<file path="src/sac_defines.svh">
// Offsets-free constants for the simultaneous ADC sequence control block.
// Assumes a 200 MHz ref_clk; included by the controller file only.
`ifndef SAC_DEFINES_SVH
`define SAC_DEFINES_SVH
`define SAC_CH_NUM 4
`define SAC_DATA_W 12
`define SAC_CONV_TICKS 14
`define SAC_CLK_MHZ 200
`define SAC_EOC_NS 75
`define SAC_EOC_CYC ((`SAC_EOC_NS * `SAC_CLK_MHZ + 999) / 1000)
`define SAC_INT_DIV 2
`define SAC_FIFO_DEPTH 16
`define SAC_CHSEL_RST 4'h0
`endif

</file>
<file path="src/sac_pkg.sv">
// Types and helpers shared by the sequence controller.
// Assumes nothing beyond the defines header.
package sac_pkg;
    typedef enum logic {ST_IDLE, ST_CONV} sac_state_t;
    typedef logic [3:0] sac_mask_t;

    // Lowest selected channel at or above 'from'; bit 2 set when none remains
    function automatic logic [2:0] sac_next_ch(input sac_mask_t mask, input logic [2:0] from);
        logic [2:0] r;
        r = 3'h4;
        for (int i = 3; i >= 0; i--) begin
            if (mask[i] && (3'(i) >= from)) begin
                r = 3'(i);
            end
        end
        return r;
    endfunction
endpackage

</file>
<file path="src/sac_fifo_if.sv">
// Carrier between the controller and its result FIFO.
// Assumes both ends share ref_clk.
`timescale 1ns/100ps
interface sac_fifo_if #(parameter int W = 12);
    logic wr_valid;
    logic wr_ready;
    logic [W-1:0] wr_data;
    logic rd_valid;
    logic rd_ready;
    logic [W-1:0] rd_data;
    logic clear;
    modport ctl (output wr_valid, wr_data, rd_ready, clear, input wr_ready, rd_valid, rd_data);
    modport buf_side (input wr_valid, wr_data, rd_ready, clear, output wr_ready, rd_valid, rd_data);
endinterface

</file>
<file path="src/sac_ctrl.sv">
// Digital sequence control of a 4-channel simultaneous-sampling 12-bit converter.
// Assumes all pins synchronous to ref_clk; the analog core returns adc_code for conv_channel.
// Behaviour
// (RQ1) Busy rises on start, falls after last channel
// (RQ2) First-result flag high while pointer at first
// (RQ3) Start edge holds all four track-and-holds together
// (RQ4) Channel selection latched at start edge
// (RQ5) Chip select active low gates read, write
// (RQ6) Data drivers on only with read, select low
// (RQ7) Host keeps write strobe high during reads
// (RQ8) Write rising edge loads four low data lines
// (RQ9) Source low: hardware select pins give sequence
// (RQ10) Source high: software register gives sequence
// (RQ11) Standby input low stops conversion activity
// (RQ12) Ascending channel order; each read advances pointer (code: only reads while the FIFO holds a result)
// (RQ13) Register writes apply from next start edge
// (RQ14) Bit zero channel one, bit three channel four
// (RQ15) Short low pulse ends each conversion
// (RQ16) Each channel takes fourteen master clock ticks
// (RQ17) Clock select chooses internal or external clock
`timescale 1ns/100ps
`include "sac_defines.svh"
module sac_ctrl import sac_pkg::*; #(
    parameter int INT_DIV = `SAC_INT_DIV,
    parameter int FIFO_DEPTH = `SAC_FIFO_DEPTH
) (
    input wire logic ref_clk,
    input wire logic nrst,
    input wire logic convert_start,
    input wire logic cs_n,
    input wire logic rd_n,
    input wire logic wr_n,
    input wire logic [3:0] channel_mask_data_lines,
    input wire logic [3:0] hw_channel_select_pins,
    input wire logic select_source,
    input wire logic standby_n,
    input wire logic clock_source_select,
    input wire logic external_conversion_clock,
    input wire logic [`SAC_DATA_W-1:0] adc_code,
    output logic [`SAC_DATA_W-1:0] db_out,
    output logic db_oe,
    output logic busy,
    output logic eoc_n,
    output logic first_result_flag,
    output logic hold_all,
    output logic [1:0] conv_channel
);
    localparam logic [3:0] CONV_TICKS = 4'(`SAC_CONV_TICKS);
    localparam logic [4:0] EOC_CYC = 5'(`SAC_EOC_CYC);
    localparam int DW = $clog2(INT_DIV + 1);

    sac_fifo_if #(.W(`SAC_DATA_W)) fif ();

    sac_fifo #(.W(`SAC_DATA_W), .DEPTH(FIFO_DEPTH)) u_fifo (
        .ref_clk(ref_clk),
        .nrst(nrst),
        .f(fif)
    );

    sac_state_t state_q;
    sac_mask_t chan_sel_q;
    sac_mask_t seq_mask_q;
    logic [1:0] ch_q;
    logic [3:0] tick_cnt_q;
    logic [4:0] eoc_cnt_q;
    logic [2:0] rd_cnt_q;
    logic [DW-1:0] div_cnt_q;
    logic conv_prev_q;
    logic wr_prev_q;
    logic rd_prev_q;
    logic ext_prev_q;
    logic busy_q;
    logic hold_q;
    logic eoc_n_q;
    logic [`SAC_DATA_W-1:0] db_out_q;
    logic conv_rise;
    logic start;
    logic wr_load;
    logic rd_done;
    logic int_tick;
    logic ext_tick;
    logic mclk_tick;
    logic push_fire;
    sac_mask_t sel_mask;
    logic [2:0] first_ch;
    logic [2:0] next_ch;
    logic [4:0] ticks_seen_q;

    // Edge detection on host strobes and clocks
    always_ff @(posedge ref_clk or negedge nrst) begin
        if (!nrst) begin
            conv_prev_q <= 1'b0;
            wr_prev_q <= 1'b1;
            rd_prev_q <= 1'b1;
            ext_prev_q <= 1'b0;
        end else begin
            conv_prev_q <= convert_start;
            wr_prev_q <= wr_n;
            rd_prev_q <= rd_n;
            ext_prev_q <= external_conversion_clock;
        end
    end

    assign conv_rise = convert_start && !conv_prev_q;
    assign start = conv_rise && (state_q == ST_IDLE) && standby_n; // RQ3 RQ11
    assign wr_load = wr_n && !wr_prev_q && !cs_n && rd_n; // RQ5 RQ8
    assign rd_done = rd_n && !rd_prev_q && !cs_n; // RQ5
    assign sel_mask = select_source ? chan_sel_q : hw_channel_select_pins; // RQ9 RQ10
    assign first_ch = sac_next_ch(sel_mask, 3'h0); // RQ12
    assign next_ch = sac_next_ch(seq_mask_q, {1'b0, ch_q} + 3'h1); // RQ12

    // Master clock: divided internal oscillator or external clock edges
    always_ff @(posedge ref_clk or negedge nrst) begin
        if (!nrst) begin
            div_cnt_q <= '0;
        end else if (div_cnt_q == DW'(INT_DIV - 1)) begin
            div_cnt_q <= '0;
        end else begin
            div_cnt_q <= div_cnt_q + 1'b1;
        end
    end

    assign int_tick = (div_cnt_q == DW'(INT_DIV - 1));
    assign ext_tick = external_conversion_clock && !ext_prev_q;
    assign mclk_tick = clock_source_select ? ext_tick : int_tick; // RQ17

    // Software channel select register
    always_ff @(posedge ref_clk or negedge nrst) begin
        if (!nrst) begin
            chan_sel_q <= `SAC_CHSEL_RST;
        end else if (wr_load) begin
            chan_sel_q <= channel_mask_data_lines; // RQ8 RQ14
        end
    end

    // Sequence state, channel and tick counting
    always_ff @(posedge ref_clk or negedge nrst) begin
        if (!nrst) begin
            state_q <= ST_IDLE;
            seq_mask_q <= '0;
            ch_q <= '0;
            tick_cnt_q <= '0;
        end else if (!standby_n) begin
            state_q <= ST_IDLE; // RQ11
            tick_cnt_q <= '0;
        end else begin
            case (state_q)
                ST_IDLE: begin
                    if (start && !first_ch[2]) begin
                        state_q <= ST_CONV;
                        seq_mask_q <= sel_mask; // RQ4 RQ13
                        ch_q <= first_ch[1:0];
                        tick_cnt_q <= '0;
                    end
                end
                ST_CONV: begin
                    if (push_fire) begin
                        tick_cnt_q <= '0;
                        if (next_ch[2]) begin
                            state_q <= ST_IDLE;
                        end else begin
                            ch_q <= next_ch[1:0]; // RQ12
                        end
                    end else if (mclk_tick && (tick_cnt_q != CONV_TICKS)) begin
                        tick_cnt_q <= tick_cnt_q + 4'h1; // RQ16
                    end
                end
                default: begin
                    state_q <= ST_IDLE;
                end
            endcase
        end
    end

    // Busy and hold follow the sequence
    always_ff @(posedge ref_clk or negedge nrst) begin
        if (!nrst) begin
            busy_q <= 1'b0;
            hold_q <= 1'b0;
        end else if (!standby_n) begin
            busy_q <= 1'b0;
            hold_q <= 1'b0;
        end else if (start && !first_ch[2]) begin
            busy_q <= 1'b1; // RQ1
            hold_q <= 1'b1; // RQ3
        end else if (push_fire && next_ch[2]) begin
            busy_q <= 1'b0; // RQ1
            hold_q <= 1'b0;
        end
    end

    // End-of-conversion pulse after each stored result
    always_ff @(posedge ref_clk or negedge nrst) begin
        if (!nrst) begin
            eoc_cnt_q <= '0;
            eoc_n_q <= 1'b1;
        end else if (push_fire) begin
            eoc_cnt_q <= EOC_CYC - 5'h1;
            eoc_n_q <= 1'b0; // RQ15
        end else if (eoc_cnt_q != '0) begin
            eoc_cnt_q <= eoc_cnt_q - 5'h1;
        end else begin
            eoc_n_q <= 1'b1;
        end
    end

    // Result path and read pointer
    assign fif.wr_valid = (state_q == ST_CONV) && (tick_cnt_q == CONV_TICKS) && standby_n; // RQ16
    assign fif.wr_data = adc_code;
    assign fif.clear = start;
    assign fif.rd_ready = rd_done; // RQ12
    assign push_fire = fif.wr_valid && fif.wr_ready;

    always_ff @(posedge ref_clk or negedge nrst) begin
        if (!nrst) begin
            rd_cnt_q <= '0;
        end else if (start) begin
            rd_cnt_q <= '0;
        end else if (rd_done && fif.rd_valid) begin
            rd_cnt_q <= rd_cnt_q + 3'h1; // RQ12
        end
    end

    always_ff @(posedge ref_clk or negedge nrst) begin
        if (!nrst) begin
            db_out_q <= '0;
        end else begin
            db_out_q <= fif.rd_valid ? fif.rd_data : '0;
        end
    end

    assign db_out = db_out_q;
    assign db_oe = !cs_n && !rd_n; // RQ6 RQ7
    assign busy = busy_q;
    assign eoc_n = eoc_n_q;
    assign first_result_flag = (rd_cnt_q == 3'h0); // RQ2
    assign hold_all = hold_q;
    assign conv_channel = ch_q;

    // Master ticks seen for the channel in progress, counted apart from tick_cnt_q
    // Never overruns: the FIFO cannot fill within one flushed sequence
    always_ff @(posedge ref_clk or negedge nrst) begin
        if (!nrst) begin
            ticks_seen_q <= '0;
        end else if (start || push_fire || !standby_n) begin
            ticks_seen_q <= '0;
        end else if ((state_q == ST_CONV) && mclk_tick) begin
            ticks_seen_q <= ticks_seen_q + 5'h1;
        end
    end
endmodule

</file>
<file path="src/sac_fifo.sv">
// Result FIFO with valid/ready on both sides and a synchronous flush.
// Assumes one clock and an active-low asynchronous reset.
`timescale 1ns/100ps
module sac_fifo #(
    parameter int W = 12,
    parameter int DEPTH = 16
) (
    input wire logic ref_clk,
    input wire logic nrst,
    sac_fifo_if.buf_side f
);
    localparam int AW = $clog2(DEPTH);
    logic [W-1:0] mem [DEPTH];
    logic [AW:0] wptr_q;
    logic [AW:0] rptr_q;
    logic [AW:0] count;
    logic push;
    logic pop;

    assign count = wptr_q - rptr_q;
    assign f.wr_ready = (count != (AW+1)'(DEPTH));
    assign f.rd_valid = (count != '0);
    assign f.rd_data = mem[rptr_q[AW-1:0]];
    assign push = f.wr_valid && f.wr_ready;
    assign pop = f.rd_ready && f.rd_valid;

    always_ff @(posedge ref_clk) begin
        if (push) begin
            mem[wptr_q[AW-1:0]] <= f.wr_data;
        end
    end

    always_ff @(posedge ref_clk or negedge nrst) begin
        if (!nrst) begin
            wptr_q <= '0;
            rptr_q <= '0;
        end else if (f.clear) begin
            wptr_q <= '0;
            rptr_q <= '0;
        end else begin
            if (push) begin
                wptr_q <= wptr_q + 1'b1;
            end
            if (pop) begin
                rptr_q <= rptr_q + 1'b1;
            end
        end
    end
endmodule

</file>
<file path="config.mk">
export PLATFORM = sky130hd
export DESIGN_NAME = sac_ctrl
export DESIGN_NICKNAME = d
export VERILOG_FILES = /design/src/sac_pkg.sv /design/src/sac_fifo_if.sv /design/src/sac_ctrl.sv /design/src/sac_fifo.sv
export VERILOG_INCLUDE_DIRS = /design/src
export SDC_FILE = /design/constraint.sdc
export NUM_CORES = 1
export LEC_CHECK = 0
export BUFFER_PORTS_ARGS = -buffer_cell sky130_fd_sc_hd__buf_4
export CAP_MARGIN = 25
export CORE_ASPECT_RATIO = 1.25
export CORE_MARGIN = 2
export CORE_UTILIZATION = 40
export CTS_CLUSTER_SIZE = 28
export DETAILED_ROUTE_END_ITERATION = 16
export GPL_TIMING_DRIVEN = 0
export MAX_ROUTING_LAYER = met4
export SLEW_MARGIN = 25
export SYNTH_ARGS = -nofsm -noshare
export SYNTH_HDL_FRONTEND = slang
export SYNTH_SLANG_ARGS = --single-unit
</file>
<file path="constraint.sdc">
create_clock -name ref_clk -period 5.75 [get_ports ref_clk]
set_clock_uncertainty 0.15 [all_clocks]
set_input_delay 0.8625 -clock ref_clk [delete_from_list [all_inputs] [get_ports ref_clk]]
set_output_delay 0.8625 -clock ref_clk [all_outputs]
set_load 0.02 [all_outputs]
</file>
# ---- Word-level counts from Yosys, hierarchy flattened
# Memory sizes are Yosys's and may differ from the RTL's.
# Index checks and enable logic that the tools add are counted.
# W data, S select, Z words.
dict set report op_classes {
  bitwise_logic 1
  reduce_logical 37
  eq_ne 11
  muxes 41
  addsub 8
  order_cmp 4
}
# operator count
set op_table {}
lappend op_table {{$mux W3} 10}
lappend op_table {{$mux W5} 6}
lappend op_table {{$logic_and A1 B1 Y1} 21}
lappend op_table {{$mux W4} 5}
lappend op_table {{$mux W1} 12}
lappend op_table {{$mux W12} 1}
lappend op_table {{$add A5 B1 Y5 const B} 2}
lappend op_table {{$reduce_bool A5 Y1} 2}
lappend op_table {{$mux W2} 4}
lappend op_table {{$pmux W4 S2} 1}
lappend op_table {{$logic_not A1 Y1} 7}
lappend op_table {{$ge A1 B3 Y1 const A} 2}
lappend op_table {{$ge A2 B3 Y1 const A} 2}
lappend op_table {{$reduce_bool A2 Y1} 3}
lappend op_table {{$ne A5 B5 Y1 const B} 1}
lappend op_table {{$sub A5 B1 Y5 const B} 1}
lappend op_table {{$sub A5 B5 Y5} 1}
lappend op_table {{$add A4 B1 Y4 const B} 1}
lappend op_table {{$eq A4 B4 Y1 const B} 1}
lappend op_table {{$ne A2 B1 Y1 const B} 2}
lappend op_table {{$ne A2 B2 Y1 const B} 2}
lappend op_table {{$ne A4 B2 Y1 const B} 1}
lappend op_table {{$ne A4 B4 Y1 const B} 1}
lappend op_table {{$pmux W2 S2} 1}
lappend op_table {{12 further kinds} 12}
dict set report word_totals {
  register_bits 53
  elab_cells 120
  out_inout_bits 19
  n_memories 1
  ram_bits 192
  inputBits 30
}
# name depth width rd rd_ports_with_merged_regs wr line
set mem_list {}
lappend mem_list {u_fifo.mem 16 12 1 0 1 sac_fifo.sv:13} ;# logic [W-1:0] mem [DEPTH];

# ---- Depth between registers and ports, before layout
dict set report depth {
  word_depth 11
  mapped_depth 11
}

# ---- Hierarchy
# From an unflattened synthesis, not the netlist that was laid out.
dict set report unflattened {
  hier_cells 627
  hier_area_um2 10139.7
}
# module n_inst area_each_um2 seq_area_each_um2 cells_per_inst
set by_module_without_submodules {}
lappend by_module_without_submodules {sac_fifo 1 8196.6 6015.8 448}
lappend by_module_without_submodules {sac_ctrl 1 1943.1 1054.8 179}

# ---- Least setup slack after synthesis
# Ideal clock, no wire load.
dict set report synth_timing {
  path_kind {reg2reg}
  from {register u_fifo.rptr_q[1]}
  to {memory u_fifo.mem[3][0], enable pin}
  stages_incl_launch_ff 11
  arrival_time_ns 3.078
  n_path_buf 2
  setup_slack_ns 2.126
  path_cell_list {dfrtp_1 -> clkbuf_1 -> clkbuf_1 -> inv_1 -> ha_1 -> nor2b_4 -> o211ai_1 -> a21oi_1 -> o211ai_2 -> nand3_1 -> nor3_1}
}
dict set report synth_between {
  elab_chain_cells 5
}
# element line
set synth_rtl {}
lappend synth_rtl {{start: declaration} sac_fifo.sv:15} ;# logic [AW:0] rptr_q;
lappend synth_rtl {{start signal: assignment} sac_fifo.sv:45} ;# rptr_q <= rptr_q + 1'b1;
lappend synth_rtl {{$sub A5 B5 Y5} sac_fifo.sv:20} ;# assign count = wptr_q - rptr_q;
lappend synth_rtl {{$ne A5 B5 Y1} sac_fifo.sv:21} ;# assign f.wr_ready = (count != (AW+1)'(DEPTH));
lappend synth_rtl {{$logic_and A1 B1 Y1} sac_fifo.sv:24} ;# assign push = f.wr_valid && f.wr_ready;
lappend synth_rtl {{$mux W1} sac_fifo.sv:28} ;# if (push) begin
lappend synth_rtl {{$mux W1 (not written as such)} sac_fifo.sv:29} ;# mem[wptr_q[AW-1:0]] <= f.wr_data;
lappend synth_rtl {{end: declaration} sac_fifo.sv:13}
# Every way passes these cells.

# ---- Worst setup path in the final report
dict set report layout_timing {
  from {register u_fifo.rptr_q[2]}
  to {memory u_fifo.mem[6][0], enable pin}
}
# The elaborated chain is that of the path after synthesis.

==> results.sh <==
export IMPL_fin_area_um2=11600
export IMPL_dr_pass1_iters=5
export IMPL_routed_wl_met2_um=11100
export IMPL_grt_usage_pct=17.2
export IMPL_path_clk_slew_ns=0.06
export IMPL_h_tree_depth=1
export IMPL_yosysTopAreaCell="edfxtp_1"
export IMPL_antenna_found_initial=0
export IMPL_ant_nets=0
export IMPL_gp_congestion=0.789
export IMPL_yosys_register_bits=244
export IMPL_num_vias=5201
export IMPL_p_per_area_nw_per_um2=414
export IMPL_hp_class="input pin to async pin"
export IMPL_crit_slowest_cell="and3_1"
export IMPL_cts_setup_buffers=0
export IMPL_synth_xor_area_share_pct=0.773
export IMPL_synth_compound_area_share_pct=3.95
export IMPL_drc=0
export IMPL_start_kind="flip-flop"
export IMPL_crit_type="flip-flop to flip-flop"
export IMPL_clkLatencyLatePin_ns=0.52
export IMPL_cts_hold_buffers=0
export IMPL_r2r_start="u_fifo.rptr_q[2]$_DFFE_PN0P_"
export IMPL_cp_common_cell="clkbuf_1"
export IMPL_cp_max_fo=12
export IMPL_synthTopCellsByArea="edfxtp_1 (57%), mux4_2 (13%), dfrtp_1 (12%), ha_1 (1.9%), nor2b_1 (1.2%)"
export IMPL_layout_commonest_cell="edfxtp_1"
export IMPL_chipHeight_um=181
export IMPL_rsz0062_at_grt="no"
export IMPL_routed_wl_um=21500
export IMPL_async_flop_share_pct=21.3
export IMPL_synth_distinct_cells=59
export IMPL_syn_area_per_cell_um2=18.3
export IMPL_final_layout_size_suffix_gt1_share_pct=27.1
export IMPL_synth_mux_area_share_pct=14.7
export IMPL_vdd_drop_max_uv=323
export IMPL_io_buffers=47
export IMPL_die_area_um2=26400
export IMPL_cts_buffers=25
export IMPL_layout_cells_non_filler=975
export IMPL_fp_row_count=64
export IMPL_core_region_area_um2=24600
export IMPL_period_share_pct=77.3
export IMPL_synthAdderAreaFrac_pct=1.87
export IMPL_wl_met1_um=8490
export IMPL_maxSlewHeadroom_pct=36.3
export IMPL_pre_cts_ws_ns=1.32
export IMPL_antenna_cells=0
export IMPL_netlist_area_um2=10000
export IMPL_ys_flop_type="edfxtp_1"
export IMPL_status="finished, final reports clean"
export IMPL_placed_area_um2=10900
export IMPL_critPathTopFamily="buffers and inverters"
export IMPL_synth_top_family_by_area="multiplexers"
export IMPL_setup_viol=0
export IMPL_grt_pass1_wl_um=33000
export IMPL_yosysWarningCount=0
export IMPL_post_drt_wl_per_cell_um=22.1
export IMPL_cts_root_buf="clkbuf_16"
export IMPL_post_cts_resized=0
export IMPL_cts_sinks=244
export IMPL_finalWorstSetupSlack_ns=1.30
export IMPL_fmax_mhz=225
export IMPL_syn_nets=594
export IMPL_grt_start_max_net_pins=53
export IMPL_top_level_ports=49
export IMPL_cp_cell_sequence="clkbuf_1, clkbuf_1, inv_1, ha_1, o211ai_1, a21oi_1, o211a_4, nor2_2, buf_2, and3_1"
export IMPL_critPathLaunch="u_fifo.rptr_q[2]$_DFFE_PN0P_"
export IMPL_top_layer="met4"
export IMPL_yosys_area_share_simple_pct=6.22
export IMPL_hold_viol_final=0
export IMPL_synth_edf_count=192
export IMPL_area_delta_synth_final_pct=15.6
export IMPL_drv_cap=0
export IMPL_layout_nets=671
export IMPL_worstPathArrival_ns=4.43
export IMPL_most_common_layout_cells="edfxtp_1 (192), mux4_2 (60), buf_4 (49), dfrtp_1 (49), clkbuf_16 (25)"
export IMPL_worst_ep_required_time_ns=5.73
export IMPL_p_leak_nw=4.13
export IMPL_worstSetupEndpointType="flip-flop"
export IMPL_vias_per_cell=5.33
export IMPL_fin_tns_setup_ns=0
export IMPL_grt_pass1_vias=5570
export IMPL_synth_top_area_share_pct=57.4
export IMPL_clock_path_buffers=3
export IMPL_layout_min_cycle_time_ns=4.45
export IMPL_initial_core_util_pct=40.8
export IMPL_drt_iter0_markers=411
export IMPL_dpl_hpwl_um=13700
export IMPL_die_x_um=146
export IMPL_seq_area_frac_synth_pct=70.4
export IMPL_route_met3_wl_um=1160
export IMPL_netlist_instances=549
export IMPL_drv_slew=0
export IMPL_post_place_cells=929
export IMPL_max_stage_delay_ns=0.83
export IMPL_cp_num_buf_inv=4
export IMPL_final_util_pct=47.2
export IMPL_fillers=2068
export IMPL_max_slew_worst_pin_slew_ns=0.956
export IMPL_grt_overflow=0
export IMPL_cts_tree="done"
==> worst reg2reg max path: cells and delay by family (launching register included) <==
kind	cells	cell delay, ns
buffers and inverters	4	1.48
and+or+nand+nor	2	1.06
AOI/OAI and AO/OA	3	0.65
adders and majority gates	1	0.39
DFF	1	0.32
==> path summary, 6_finish.rpt <==
check / to / slack, ns / cells past startpoint
max: u_fifo.mem[6][0]$_DFFE_PP_ / 1.30 / 10
min: seq_mask_q[3]$_DFFE_PN0P_ / 0.25 / 1
max reg2reg: u_fifo.mem[6][0]$_DFFE_PP_ / 1.30 / 10
min reg2reg: div_cnt_q[1]$_DFF_PN0_ / 0.29 / 1
max in group asynchronous: rd_cnt_q[1]$_DFFE_PN0P_ / 4.73 / 1
min in group ref_clk: div_cnt_q[1]$_DFF_PN0_ / 0.29 / 1
==> final cells by class <==
class                      instances  area (µm²)  area share [%]
multi-input combinational        265        2780            24.0
clock inverter                     7        40.0           0.345
tap                              330         413            3.56
clock buffer                      39         708            6.10
inverter                          17        63.8           0.550
sequential                       244        7070            60.9
buffer                            23         141            1.22
timing repair buffer              50         390            3.36
==> sequential cells by signal (all words and copies together) (netlist names) <==
| signal | flops |
|---|---|
| chan_sel_q | 4 |
| conv_channel | 2 |
| conv_prev_q | 1 |
| db_out | 12 |
| div_cnt_q | 2 |
| eoc_cnt_q | 5 |
| eoc_n | 1 |
| ext_prev_q | 1 |
| hold_all | 1 |
| rd_cnt_q | 3 |
| rd_prev_q | 1 |
| seq_mask_q | 3 |
| state_q | 1 |
| tick_cnt_q | 4 |
| u_fifo.mem | 192 |
| u_fifo.rptr_q | 5 |
| u_fifo.wptr_q | 5 |
| wr_prev_q | 1 |
==> Yosys cell counts, drive strengths merged (2+ instances only) <==
| cell | number |
|---|---|
| edfxtp | 192 |
| mux4 | 60 |
| dfrtp | 49 |
| nor2b | 20 |
| o21ai | 20 |
| nor2 | 19 |
| a21oi | 17 |
| inv | 17 |
| and3 | 15 |
| ha | 15 |
| nand2 | 14 |
| buf | 12 |
| clkbuf | 11 |
| nand3 | 10 |
| mux2i | 7 |
| nor3 | 7 |
| or3 | 6 |
| mux2 | 5 |
| nand2b | 5 |
| xnor2 | 5 |
| nand3b | 4 |
| o22ai | 4 |
| a211o | 3 |
| dfstp | 3 |
| xor2 | 3 |
| a21o | 2 |
| and2 | 2 |
| o211a | 2 |
| o211ai | 2 |
| or2 | 2 |
==> metal layers <==
metal,track usage [%],vias to the layer above
met2,29.2,151
met1,20.8,2673
li1,-,2330
met3,2.78,47
met4,6.16,0
met5,-,-
==> through the flow <==
stage / total power, mW / hold WS [ns]
after floorplan: 2.97 / 0.252
after global placement: 3.36 / 0.263
after detailed placement: 3.40 / 0.283
after CTS: 4.88 / 0.278
after global routing: 5.04 / 0.288
final: 4.81 / 0.255
==> power by group <==
part | leakage (nW) | total (mW) | switching, mW | internal [mW]
clock network | 0.367 | 1.48 | 0.629 | 0.846
logic | 1.38 | 1.29 | 0.661 | 0.633
registers | 2.38 | 2.04 | 0.0493 | 1.99
==> logic make-up after synthesis <==
kind of cell	Yosys count
DFF	244
AOI/OAI and AO/OA	60
buffers and inverters	40
adders and majority gates	15
muxes	72
xor gates and xnor gates	8
and+or+nand+nor	110
No activity file was read; power rests on OpenSTA's default activity.
